--- src/verilog/mqec_cfg.svh ---
`ifndef MQEC_CFG_SVH
`define MQEC_CFG_SVH
// Register byte offsets
`define MQEC_OFS_CTL0 8'h00
`define MQEC_OFS_CNT0 8'h10
`define MQEC_OFS_STAT 8'h20
`define MQEC_OFS_OVF 8'h24
// Control word fields
`define MQEC_CTL_EV_LSB 0
`define MQEC_CTL_UM_LSB 8
`define MQEC_CTL_RST_BIT 17
`define MQEC_CTL_EN_BIT 22
// Status word fields
`define MQEC_ST_OCC1_LSB 8
`define MQEC_ST_FULL_LSB 16
`define MQEC_ST_NE_LSB 18
// Reset values
`define MQEC_CTL_RESET 17'h00000
`define MQEC_WORD_ZERO 32'h0000_0000
// Queue and counter sizes
`define MQEC_RDQ_DEPTH 22
`define MQEC_NUM_CNT 4
`define MQEC_CNT_WIDTH 32
// Event codes
`define MQEC_EV_ALLOC 8'h10
`define MQEC_EV_NE 8'h11
`define MQEC_EV_FULL0 8'h12
`define MQEC_EV_FULL1 8'h15
`define MQEC_EV_OCC0 8'h80
`define MQEC_EV_OCC1 8'h81
`define MQEC_EV_ACC 8'hD2
`define MQEC_EV_REJ 8'hD4
`define MQEC_EV_STRV 8'hD7
`define MQEC_EV_CANARY 8'hD9
`endif

--- src/verilog/mqec_pkg.sv ---
package mqec_pkg;
	// Queue occupancy, wide enough for the deepest queue
	typedef logic [4:0] mqec_occ_t;
	typedef logic [31:0] mqec_word_t;
	// Per-counter control: enable, unit mask, event code
	typedef struct packed {
		logic en;
		logic [7:0] umask;
		logic [7:0] ev;
	} mqec_ctl_t;
endpackage: mqec_pkg

--- src/verilog/mqec_q_if.sv ---
`timescale 1ns/1ps
// Read pending queue status from one tracker to the event logic
interface mqec_q_if;
	import mqec_pkg::*;
	mqec_occ_t occ;
	logic full;
	logic ne;
	logic alloc;
	modport src(output occ, output full, output ne, output alloc);
	modport snk(input occ, input full, input ne, input alloc);
endinterface: mqec_q_if

--- src/verilog/mqec_rdq.sv ---
`timescale 1ns/1ps
`include "mqec_cfg.svh"
// Occupancy tracker of one pseudo-channel read pending queue
module mqec_rdq #(
	parameter int DEPTH = `MQEC_RDQ_DEPTH
) (
	input wire logic clk,
	input wire logic nrst,
	input wire logic req,
	input wire logic req_isochronous_class,
	input wire logic cas,
	input wire logic cas_isochronous_class,
	mqec_q_if.src q
);
	import mqec_pkg::*;
	localparam mqec_occ_t DMAX = mqec_occ_t'(DEPTH);
	logic alloc_r;
	logic iso_r;
	mqec_occ_t occ_r;
	mqec_occ_t occ_nxt;
	mqec_occ_t niso_r;
	mqec_occ_t niso_nxt;
	logic full_r;
	logic ne_r;

	// Entry is taken the cycle after the request enters
	always_ff @(posedge clk or negedge nrst)
	begin
		if (!nrst)
		begin
			alloc_r <= 1'b0;
			iso_r <= 1'b0;
		end
		else
		begin
			alloc_r <= req;
			iso_r <= req_isochronous_class;
		end
	end

	// Next occupancy: all entries, and non-isochronous ones alone
	always_comb
	begin
		occ_nxt = occ_r;
		niso_nxt = niso_r;
		if (alloc_r && !cas && occ_r != DMAX)
			occ_nxt = occ_r + 5'h01;
		else if (cas && !alloc_r && occ_r != 5'h00)
			occ_nxt = occ_r - 5'h01;
		if (alloc_r && !iso_r && !(cas && !cas_isochronous_class) && niso_r != DMAX)
			niso_nxt = niso_r + 5'h01;
		else if (cas && !cas_isochronous_class && !(alloc_r && !iso_r) && niso_r != 5'h00)
			niso_nxt = niso_r - 5'h01;
	end

	// Occupancy and derived full and not-empty flags
	always_ff @(posedge clk or negedge nrst)
	begin
		if (!nrst)
		begin
			occ_r <= 5'h00;
			niso_r <= 5'h00;
			full_r <= 1'b0;
			ne_r <= 1'b0;
		end
		else
		begin
			occ_r <= occ_nxt;
			niso_r <= niso_nxt;
			full_r <= (niso_nxt == DMAX);
			ne_r <= (occ_nxt != 5'h00);
		end
	end

	// Status toward the event logic
	assign q.occ = occ_r;
	assign q.full = full_r;
	assign q.ne = ne_r;
	assign q.alloc = alloc_r;
endmodule: mqec_rdq

--- src/verilog/mqec_cnt.sv ---
`timescale 1ns/1ps
`include "mqec_cfg.svh"
// One general counter with its control word and overflow flag
module mqec_cnt #(
	parameter int CW = `MQEC_CNT_WIDTH
) (
	input wire logic clk,
	input wire logic nrst,
	input wire logic ctl_wr,
	input wire logic cnt_wr,
	input wire mqec_pkg::mqec_word_t wdata,
	input wire mqec_pkg::mqec_occ_t inc,
	output mqec_pkg::mqec_ctl_t ctl_r,
	output logic [CW-1:0] cnt_r,
	output logic ovf_r
);
	import mqec_pkg::*;
	logic [CW:0] sum;

	// Add the increment with carry out
	assign sum = {1'b0, cnt_r} + {{(CW-4){1'b0}}, inc};

	// Control word written by software
	always_ff @(posedge clk or negedge nrst)
	begin
		if (!nrst)
			ctl_r <= `MQEC_CTL_RESET;
		else if (ctl_wr)
			ctl_r <= {wdata[`MQEC_CTL_EN_BIT], wdata[15:0]};
	end

	// Count; a write loads, the reset bit clears
	always_ff @(posedge clk or negedge nrst)
	begin
		if (!nrst)
			cnt_r <= '0;
		else if (cnt_wr)
			cnt_r <= wdata[CW-1:0];
		else if (ctl_wr && wdata[`MQEC_CTL_RST_BIT])
			cnt_r <= '0;
		else
			cnt_r <= sum[CW-1:0];
	end

	// Sticky overflow, the clearing write wins over a wrap
	always_ff @(posedge clk or negedge nrst)
	begin
		if (!nrst)
			ovf_r <= 1'b0;
		else if (sum[CW] && !cnt_wr)
			ovf_r <= 1'b1;
		else if (cnt_wr)
			ovf_r <= 1'b0;
	end
endmodule: mqec_cnt

--- src/verilog/mqec_top.sv ---
// Local design decisions: the placing of the registers and the address-and-strobe port.
`timescale 1ns/1ps
`include "mqec_cfg.svh"
module mqec_top #(
	parameter int NCNT = `MQEC_NUM_CNT,
	parameter int CW = `MQEC_CNT_WIDTH,
	parameter int DEPTH = `MQEC_RDQ_DEPTH
) (
	input wire logic MCLK,
	input wire logic NRST,
	input wire logic [7:0] ADDR,
	input wire mqec_pkg::mqec_word_t WDATA,
	input wire logic WR,
	input wire logic RD,
	output mqec_pkg::mqec_word_t RDATA,
	input wire logic [1:0] RDQ_REQ,
	input wire logic [1:0] RDQ_REQ_ISOCHRONOUS_CLASS,
	input wire logic [1:0] RDQ_CAS,
	input wire logic [1:0] RDQ_CAS_ISOCHRONOUS_CLASS,
	output logic [1:0] RDQ_FULL,
	input wire logic [7:0] SB_ACCESS,
	input wire logic [7:0] SCOREBOARD_CANARY_EVENT,
	input wire logic [4:0] SCOREBOARD_REJECT_EVENT,
	input wire logic [4:0] SB_STARVE
);
	import mqec_pkg::*;

	mqec_ctl_t ctl [NCNT];
	logic [CW-1:0] cnt [NCNT];
	logic ovf [NCNT];
	mqec_occ_t inc [NCNT];
	logic ctl_wr [NCNT];
	logic cnt_wr [NCNT];
	mqec_word_t rdata_r;
	mqec_word_t rdata_nxt;
	logic [1:0] full_r;

	mqec_q_if q0();
	mqec_q_if q1();

	// Queue trackers, one per pseudo-channel
	mqec_rdq #(
		.DEPTH(DEPTH)
	) u_rdq0 (
		.clk(MCLK),
		.nrst(NRST),
		.req(RDQ_REQ[0]),
		.req_isochronous_class(RDQ_REQ_ISOCHRONOUS_CLASS[0]),
		.cas(RDQ_CAS[0]),
		.cas_isochronous_class(RDQ_CAS_ISOCHRONOUS_CLASS[0]),
		.q(q0)
	);

	mqec_rdq #(
		.DEPTH(DEPTH)
	) u_rdq1 (
		.clk(MCLK),
		.nrst(NRST),
		.req(RDQ_REQ[1]),
		.req_isochronous_class(RDQ_REQ_ISOCHRONOUS_CLASS[1]),
		.cas(RDQ_CAS[1]),
		.cas_isochronous_class(RDQ_CAS_ISOCHRONOUS_CLASS[1]),
		.q(q1)
	);

	// Full flags toward the home agent, which stops sending reads
	always_ff @(posedge MCLK or negedge NRST)
	begin
		if (!NRST)
			full_r <= 2'h0;
		else
			full_r <= {q1.full, q0.full};
	end

	assign RDQ_FULL = full_r;

	// General counters 0 to 3, the only ones that take these events
	for (genvar i = 0; i < NCNT; i++)
	begin: g_cnt
		// Bus write decode for this counter
		assign ctl_wr[i] = WR && (ADDR == 8'(`MQEC_OFS_CTL0 + 4 * i));
		assign cnt_wr[i] = WR && (ADDR == 8'(`MQEC_OFS_CNT0 + 4 * i));

		// Event selection and per-cycle increment
		always_comb
		begin
			inc[i] = 5'h00;
			if (ctl[i].en)
			begin
				case (ctl[i].ev)
					`MQEC_EV_FULL0:
						inc[i] = {4'h0, q0.full};
					`MQEC_EV_FULL1:
						inc[i] = {4'h0, q1.full};
					`MQEC_EV_NE:
						inc[i] = {4'h0, (ctl[i].umask[0] && q0.ne)
							|| (ctl[i].umask[1] && q1.ne)};
					`MQEC_EV_ALLOC:
						inc[i] = {4'h0, (ctl[i].umask[0] && q0.alloc)
							|| (ctl[i].umask[1] && q1.alloc)};
					`MQEC_EV_OCC0:
						inc[i] = q0.occ;
					`MQEC_EV_OCC1:
						inc[i] = q1.occ;
					`MQEC_EV_ACC:
						inc[i] = {4'h0, |(ctl[i].umask & SB_ACCESS)};
					`MQEC_EV_CANARY:
						inc[i] = {4'h0, |(ctl[i].umask & SCOREBOARD_CANARY_EVENT)};
					`MQEC_EV_REJ:
						inc[i] = {4'h0, |(ctl[i].umask[4:0] & SCOREBOARD_REJECT_EVENT)};
					`MQEC_EV_STRV:
						inc[i] = {4'h0, |(ctl[i].umask[4:0] & SB_STARVE)};
					default:
						inc[i] = 5'h00;
				endcase
			end
		end

		mqec_cnt #(
			.CW(CW)
		) u_cnt (
			.clk(MCLK),
			.nrst(NRST),
			.ctl_wr(ctl_wr[i]),
			.cnt_wr(cnt_wr[i]),
			.wdata(WDATA),
			.inc(inc[i]),
			.ctl_r(ctl[i]),
			.cnt_r(cnt[i]),
			.ovf_r(ovf[i])
		);

	end

	// Read mux: controls, counts, queue status, overflow flags
	always_comb
	begin
		rdata_nxt = `MQEC_WORD_ZERO;
		for (int k = 0; k < NCNT; k++)
		begin
			if (ADDR == 8'(`MQEC_OFS_CTL0 + 4 * k))
				rdata_nxt = {9'h000, ctl[k].en, 6'h00, ctl[k].umask, ctl[k].ev};
			if (ADDR == 8'(`MQEC_OFS_CNT0 + 4 * k))
				rdata_nxt = 32'(cnt[k]);
			if (ADDR == `MQEC_OFS_OVF)
				rdata_nxt[k] = ovf[k];
		end
		if (ADDR == `MQEC_OFS_STAT)
		begin
			rdata_nxt[4:0] = q0.occ;
			rdata_nxt[`MQEC_ST_OCC1_LSB +: 5] = q1.occ;
			rdata_nxt[`MQEC_ST_FULL_LSB +: 2] = {q1.full, q0.full};
			rdata_nxt[`MQEC_ST_NE_LSB +: 2] = {q1.ne, q0.ne};
		end
	end

	// Read data stand only in the cycle after the strobe
	always_ff @(posedge MCLK or negedge NRST)
	begin
		if (!NRST)
			rdata_r <= `MQEC_WORD_ZERO;
		else if (RD)
			rdata_r <= rdata_nxt;
		else
			rdata_r <= `MQEC_WORD_ZERO;
	end

	assign RDATA = rdata_r;
endmodule: mqec_top

--- config.mk ---
export PLATFORM = sky130hd
export DESIGN_NAME = mqec_top
export DESIGN_NICKNAME = d
export VERILOG_FILES = /design/src/verilog/mqec_pkg.sv /design/src/verilog/mqec_q_if.sv /design/src/verilog/mqec_rdq.sv /design/src/verilog/mqec_cnt.sv /design/src/verilog/mqec_top.sv
export VERILOG_INCLUDE_DIRS = /design/src /design/src/verilog
export SDC_FILE = /design/constraint.sdc
export NUM_CORES = 1
export LEC_CHECK = 0
export BUFFER_PORTS_ARGS = -buffer_cell sky130_fd_sc_hd__buf_2
export CAP_MARGIN = 20
export CORE_MARGIN = 8
export CORE_UTILIZATION = 39
export CTS_CLUSTER_SIZE = 16
export DETAILED_ROUTE_END_ITERATION = 10
export PLACE_DENSITY_LB_ADDON = 0.1
export SYNTH_ARGS = -nofsm -noshare
export SYNTH_HDL_FRONTEND = slang
export SYNTH_SLANG_ARGS = --single-unit
--- constraint.sdc ---
create_clock -name MCLK -period 5.55 [get_ports MCLK]
set_input_delay 0.555 -clock MCLK [delete_from_list [all_inputs] [get_ports MCLK]]
set_output_delay 0.555 -clock MCLK [all_outputs]
set_load 0.01 [all_outputs]
; Word-level counts from Yosys, hierarchy flattened
; Index checks and enable logic that the tools add are counted.
[totals]
wordCells = 268
input_bits = 78
output_inout_bits = 34
ff_bits = 262
[op_classes]
n_mux = 48
bitwise_logic = 16
reduce_logical = 103
addsub = 12
n_eq_ne = 55
[ops]
columns = cell, n
row1 = two-way mux 32 bit, 16
row2 = case mux 5 bit (10 select lines), 4
row3 = "equality test 8 bit, second input constant", 24
row4 = "equality test 8 x 5 -> 1 bit, second input constant", 20
row5 = adder 32 x 5 -> 33 bit, 4
row6 = two-way mux 5 bit, 14
row7 = bitwise AND 8 bit, 8
row8 = OR reduction 8 bit, 8
row9 = logical AND 1 bit, 52
row10 = bitwise AND 5 bit, 8
row11 = OR reduction 5 bit, 8
row12 = nonzero test 5 bit, 6
row13 = two-way mux 23 bit, 1
row14 = "adder 5 x 1 -> 5 bit, second input constant", 4
row15 = "inequality test 5 bit, second input constant", 4
row16 = "subtractor 5 x 1 -> 5 bit, second input constant", 4
row17 = "equality test 8 x 4 -> 1 bit, second input constant", 2
row18 = "equality test 8 x 6 -> 1 bit, second input constant", 2
row19 = logical NOT 1 bit, 16
row20 = two-way mux 1 bit, 12
row21 = "equality test 5 bit, second input constant", 2
row22 = "equality test 8 x 3 -> 1 bit, second input constant", 1
row23 = logical NOT 8 bit, 1
row24 = logical OR 1 bit, 8
row25 = 2 further kinds, 5

; Longest topological paths before layout
; Gate-level depths: netlist of run 1.
[depth]
word_depth = 15
ltp_mapped = 14
depth_no_buf = 12

; Modules after synthesis
; A second synthesis of run 1 with hierarchy kept.
[unflattened]
cells_unflattened = 1818
hier_area_um2 = 17072.6
[by_module_without_submodules]
columns = module, instances, seq_area_each_um2, area_each_um2, cells_per_inst
row1 = mqec_cnt (g_cnt[0].u_cnt ...), 3, 1251.2, 2751.4, 269
row2 = mqec_top, 1, 850.8, 4443.0, 584
row3 = mqec_cnt (g_cnt[1].u_cnt), 1, 1251.2, 2681.3, 261
row4 = mqec_rdq, 2, 350.3, 847.1, 83

; Worst setup path before layout of run 1
; Ideal clock, no wire load.
[synth_path]
path_type = reg2reg
from = register g_cnt[1].u_cnt.ctl_r[4] in the netlist's numbering
to = register g_cnt[1].u_cnt.cnt_r[22]
period_less_slack_ps = 3322
t_arrival_ps = 3187
path_stages_with_launch = 14
n_path_buf = 1
path_slack_ps = 2228
setup_time_ps = 134
required_time_ps = 5416
path_cell_list = dfrtp_1 -> or4b_2 -> nor4_4 -> a32o_1 -> a311oi_1 -> a31oi_1 -> ha_1 -> fa_1 -> a211o_1 -> a21oi_1 -> clkbuf_1 -> nor4b_1 -> xnor2_1 -> o21ai_0
[synth_via]
elab_chain_len = 6
word_cells_on_any_way = 15
classes_between = add/sub (1) / eq/ne (10) / mux (4)
[synth_lines]
columns = item, line
row1 = start: declaration, mqec_cnt.sv:13  ; output mqec_pkg::mqec_ctl_t ctl_r,
row2 = start signal: assignment, mqec_cnt.sv:27  ; ctl_r <= `MQEC_CTL_RESET;
row3 = start signal: assignment, mqec_cnt.sv:29  ; ctl_r <= {wdata[`MQEC_CTL_EN_BIT], wdata[15:0]};
row4 = equality test 8 bit or equality test 8 x 5 -> 1 bit (tied branches), mqec_top.sv:90  ; case (ctl[i].ev)
row5 = case mux 5 bit (10 select lines) (*), mqec_top.sv:90
row6 = two-way mux 5 bit (*), mqec_top.sv:88  ; if (ctl[i].en)
row7 = adder 32 x 5 -> 33 bit (*), mqec_cnt.sv:21  ; assign sum = {1'b0, cnt_r} + {{(CW-4){1'b0}}, inc};
row8 = two-way mux 32 bit (*), mqec_cnt.sv:39  ; else if (ctl_wr && wdata[`MQEC_CTL_RST_BIT])
row9 = two-way mux 32 bit (*), mqec_cnt.sv:37  ; else if (cnt_wr)
row10 = end signal: assignment, mqec_cnt.sv:38  ; cnt_r <= wdata[CW-1:0];
row11 = end signal: assignment, mqec_cnt.sv:42  ; cnt_r <= sum[CW-1:0];
row12 = end: declaration, mqec_cnt.sv:14  ; output logic [CW-1:0] cnt_r,
; Every way passes the cells marked *; elsewhere a longest branch is shown, timed or not.
; A chain may end at the register's enable or synchronous reset.

; Final worst setup path of run 1
[layout_path]
from = register g_cnt[1].u_cnt.ctl_r[5] in the netlist's numbering
to = register g_cnt[1].u_cnt.cnt_r[31]
; The elaborated chain is that of the path after synthesis.

==> results of run 1 <==
[worst paths after layout]
kind / startpoint / end / slack [ps] / depth (start not counted)
setup / recovery: g_cnt[1].u_cnt.ctl_r[5] / g_cnt[1].u_cnt.cnt_r[31] / 1410 / 11
hold / removal: NRST / g_cnt[0].u_cnt.cnt_r[28] / 6 / 1
setup reg to reg: g_cnt[1].u_cnt.ctl_r[5] / g_cnt[1].u_cnt.cnt_r[31] / 1410 / 11
hold reg to reg: u_rdq0.niso_r[4] / u_rdq0.niso_r[4] / 530 / 1
max in group asynchronous: NRST / u_rdq0.niso_r[0] / 4220 / 2
min in group MCLK: RDQ_REQ[1] / u_rdq1.q.alloc / 110 / 1
[flip-flops by register name, summed over array words and instances, names as in the netlist]
signal and cells:
RDQ_FULL 2, u_rdq1.niso_r 5, u_rdq1.q.full 1, g_cnt.u_cnt.cnt_r 128, u_rdq1.q.ne 1, u_rdq0.q.full 1, g_cnt.u_cnt.ovf_r 4, u_rdq0.q.ne 1
u_rdq0.q.occ 5, g_cnt.u_cnt.ctl_r 68, RDATA 32, u_rdq0.iso_r 1, u_rdq0.q.alloc 1, u_rdq1.q.occ 5, u_rdq0.niso_r 5, u_rdq1.iso_r 1
u_rdq1.q.alloc 1
[cell families after synthesis]
family	count (synthesis)	share of synthesized area, %
compound gates	488	20.1
xor+xnor	95	4.95
fa+ha+maj	36	2.86
buf+inv	141	3.74
flops	262	39.0
mux	119	7.85
simple gates	637	21.5
[power breakdown]
group          switching [mW]  leakage (nW)  internal, mW  total, mW
clock                   0.890         0.522          1.30       2.19
sequential              0.393          3.54          2.06       2.45
combinational           0.464          3.72         0.343      0.807
[through the flow]
stage	cells	utilization, %	total power [mW]	cell area [µm²]
after floorplan	1778	-	2.82	16800
after global placement	2342	41.4	3.26	17700
after detailed placement	2344	41.5	3.27	17700
after CTS	2400	44.0	5.48	18800
after global routing	2401	44.0	5.65	18800
final	2401	44.0	5.45	18800
[worst max-delay path: cells and delay by family, from the launching register on]
kind | cells | cell delay [ps]
AO/OA/AOI/OAI | 5 | 1140
AND/OR/NAND/NOR | 5 | 2230
flip-flops | 1 | 440
adder cells (fa/ha/maj) | 1 | 250
[layout by cell type (no fill, tap or decap), types with 15 or more instances in the layout]
master,count
dfrtp_1,262
nand2_1,182
o21ai_0,116
buf_2,110
nand3_1,83
mux2_2,79
a22oi_1,78
nor2_1,69
xnor2_1,62
a21oi_1,45
o211ai_1,37
clkbuf_16,37
nand4_1,36
mux2i_1,35
xor2_1,33
ha_1,32
nor3_1,31
inv_1,25
and3_1,25
or4_1,25
buf_4,23
nor4_1,21
a21boi_0,19
a22o_1,17
a211oi_1,16
a31oi_1,16
and4_1,15
nor4b_1,15
[metal layers]
metal / wire (µm) / part of all wire [%] / up-vias / global-route usage (%)
met5: 27 / 0.038 / - / 0
met4: 4270 / 6.1 / 4 / 15.1
met3: 4620 / 6.6 / 191 / 4.77
met2: 30900 / 44 / 648 / 42.3
met1: 30500 / 43 / 7803 / 36.6
li1: - / - / 6879 / -
[cell type report]
class	count	area, µm²	area share (%)
Clock buffer	50	1040	5.54
Inverter	25	93.8	0.498
Tap cell	546	683	3.62
Multi-Input combinational cell	1375	9650	51.2
Clock inverter	6	43.8	0.232
Timing Repair Buffer	137	781	4.14
Sequential cell	262	6560	34.8
==> flow_summary.ini, run 1 <==
[yosys]
synth_warnings = 0
avgSynthCellArea_um2 = 9.45
syn_nets = 1892
ys_top_cells_by_count = dfrtp_1, nand2_1, o21ai_0, nand3_1, mux2_2
synth_area_leaders = dfrtp_1, mux2_2, nand2_1, a22oi_1, o21ai_0
async_flop_share_pct = 100
synth.most_common_cell = dfrtp_1
synth_top_area_share_pct = 39.0
synth-edff-count = 0
synth_area_leader_cell = dfrtp_1
synth_area_um2 = 16800
synth_ff_type = dfrtp_1
synthDistinctLibCells = 99
yosysSeqAreaShare_pct = 39.0
synthCells = 1778
ys_ff_latch = 262

[placement]
dp_slack_ps = 1460
place.gp.congestion = 0.967
io_buffers = 111
hpwl_mm = 50.6

[setup_path]
end_kind = register
slowest_stage = nor4b_1
critical_path.max_fanout = 12
max_stage_delay_ps = 790
path_cells = nor4b_1 -> o211ai_1 -> a21oi_1 -> o31ai_1 -> nor2_1 -> ha_1 -> o21ai_0 -> o21ai_1 -> nand3_1 -> or4b_2 -> nand3_1
crit_path_start_kind = register
arrival_ps = 4620
criticalPathCategory = reg -> reg
crit_top_cell = nand3_1
crit_required_ps = 6030

[route]
dr.pass1.iters = 6
via_count = 15500
first_iter_violations = 1433
wire_per_inst_um = 29.3
routed_via_density = 6.47
drc = 0
wl_mm = 70.3
final_antenna_net_count = 0

[timing]
tightest_slew_ps = 1080
fmax_ghz = 0.241
finClkSkew_ps = 20.0
fin_crit_ps = 4140
drv_slew = 0
hold_viol = 0
finalCritPeriodShare_pct = 74.7
setup_viol = 0
fin_tns_setup_ps = 0
layout_setup_ws_ps = 1410
hold_ws_ps = 6.34
rsz0062_at_grt = false
maxSlewHeadroom_pct = 27.3

[global_route]
grt_max_degree = 118
grt_usage_pct = 27.5
gr-total-overflow = 0
antenna_found_initial = 4
grt_pass1_wl_mm = 103
grt_pass1_vias = 15300

[cells_and_area]
nFillCells = 4202
fin_nets = 1949
area_growth_pct = 12.1
antennaDiodeCount = 0
drive_gt1_share_pct = 17.0

[pwr]
max-vdd-ir-drop_mv = 0.206
powerDensity_nw_per_um2 = 289
p_leak_nw = 7.79

[floorplanning]
die-area_um2 = 50000
start_util_pct = 39.3
rows = 76
die_x_um = 224
io_pins = 112
die_h_um = 224
placeableCoreArea_um2 = 42800

[clock_network]
post-cts-setup-buffer-count = 0
cts_tree = yes
cts_hold_buf = 0
cts_root_buf = clkbuf_16
cts_made_buffers = 34
cts_buffer_depth = 3
ctsResizeCount = 0
clkSinkCount = 262
clock_latency_ps = 550
clk_pin_slew_ps = 60
cts.htree.levels = 2

[run_status]
outcome = finished clean

[job]
max_cap_violations = 0

[hold_path]
hp-class = in -> async
(Power assumes the default switching activity.)
==> run 2, diff against run 1 <==
- clock period: 5.55 -> 4.1 ns (I/O delays scaled with it)
==> flow_summary.ini, run 2 (same netlist as run 1, synthesis figures left out) <==
[run_status]
outcome = finished clean

[floorplanning]
rows = 76
start_util_pct = 39.3
die-area_um2 = 50000
io_pins = 112
die_h_um = 224
placeableCoreArea_um2 = 42800
die_x_um = 224

[route]
wl_mm = 70.4
first_iter_violations = 1729
dr.pass1.iters = 7
final_antenna_net_count = 0
drc = 0
via_count = 15700
wire_per_inst_um = 28.9
routed_via_density = 6.44

[cells_and_area]
instances_no_fill = 2439
drive_gt1_share_pct = 18.4
area_growth_pct = 13.8
final_cell_mix = dfrtp_1, nand2_1, o21ai_0, buf_2, nand3_1
multi_input_area_um2 = 9650
final_common_cell = dfrtp_1
top_register = g_cnt.u_cnt.cnt_r
seqCellArea_um2 = 6560
stdcell_area_um2 = 19100
fin_nets = 1980
largest_register_ffs = 128
nFillCells = 4149

[timing]
finalCritPeriodShare_pct = 91.4
finClkSkew_ps = 17.3
layout_setup_ws_ps = 353
fmax_ghz = 0.267
rsz0062_at_grt = false
tightest_slew_ps = 967
fin_crit_ps = 3750
hold_viol = 0
setup_viol = 0
fin_tns_setup_ps = 0
drv_slew = 0
maxSlewHeadroom_pct = 35.5

[clock_network]
post-cts-setup-buffer-count = 0
clk_pin_slew_ps = 60
cts_root_buf = clkbuf_16
clock_latency_ps = 550
cts_buffer_depth = 3
clkSinkCount = 262
cts_tree = yes
cts.htree.levels = 2
cts_made_buffers = 34

[global_route]
grt_use_met1_pct = 36.8
grt_usage_pct = 27.6
use_met3_pct = 5.60
antenna_found_initial = 3
grt_max_degree = 107
grt_pass1_vias = 15200
gr-total-overflow = 0
grt_pass1_wl_mm = 103
grt-busiest-layer = met2
gr-usage-met2_pct = 42.2

[setup_path]
crit_path_start_kind = register
end_kind = register
criticalPathCategory = reg -> reg
crit_required_ps = 4520
critical_path.max_fanout = 11
arrival_ps = 4170

[pwr]
max-vdd-ir-drop_mv = 0.356
powerDensity_nw_per_um2 = 393
power.total_mw = 7.52
p_leak_nw = 7.98

[placement]
place_area_um2 = 17900
dp_slack_ps = 362
io_buffers = 111
placed_cells = 2371
place.gp.congestion = 0.983
hpwl_mm = 51.4

[job]
max_cap_violations = 0

[hold_path]
hp-class = in -> reg
==> run 2: report_power, final <==
| part | internal [mW] | total, mW | switching (mW) |
|---|---|---|---|
| clock network | 1.82 | 3.05 | 1.23 |
| registers | 2.79 | 3.25 | 0.463 |
| logic | 0.499 | 1.22 | 0.720 |
| total | 5.11 | 7.52 | 2.41 |
==> run 2: final cells by class <==
cell class,count,share of cell area [%]
clock inverters,16,0.693
multi-input cells,1375,50.5
well taps,546,3.57
clock buffers,46,5.17
diodes,1,0.0131
flip-flops and latches,262,34.3
repair buffers,168,5.32
inverters,25,0.491
==> run 2: worst max-delay path, stage by stage, from the launching register on <==
cell and delay [ps]:
dfrtp_1 450, a222oi_1 420, a21oi_1 150, o2111ai_1 350, nand4_1 150, o31a_1 290
ha_1 230, fa_1 430, a211o_1 290, a21oi_1 140, buf_4 200, or3_1 210
nor4b_1 70, a211o_1 230
==> run 2: per-layer routing <==
layer,up-vias,routed length (µm)
met4,4,4220
li1,6953,-
met2,760,31000
met1,7783,29800
met5,-,31
met3,208,5390
==> run 2: path summary, 6_finish.rpt <==
check,start,to,slack [ps],depth (start not counted)
setup / recovery,g_cnt[3].u_cnt.ctl_r[10],g_cnt[3].u_cnt.cnt_r[28],350,13
hold / removal,WDATA[27],g_cnt[2].u_cnt.cnt_r[27],190,3
setup reg to reg,g_cnt[3].u_cnt.ctl_r[10],g_cnt[3].u_cnt.cnt_r[28],350,13
hold reg to reg,u_rdq0.niso_r[4],u_rdq0.niso_r[4],540,1
max in group asynchronous,NRST,RDATA[7],2520,3
min in group asynchronous,NRST,g_cnt[0].u_cnt.cnt_r[24],510,2
==> run 2: repair_timing <==
action                                 in CTS  in global routing
gates resized for setup                     0                  1
endpoints found under the hold margin      51                  0
hold buffers                                5                  0
setup endpoints to repair                   0                  2
==> run 2: per-stage QoR <==
step | hold slack (ps) | utilization, %
finish | 190 | 44.7
global route | 195 | 44.7
floorplan | 114 | -
global placement | 518 | 41.9
detailed placement | 519 | 41.9
CTS | 169 | 44.7
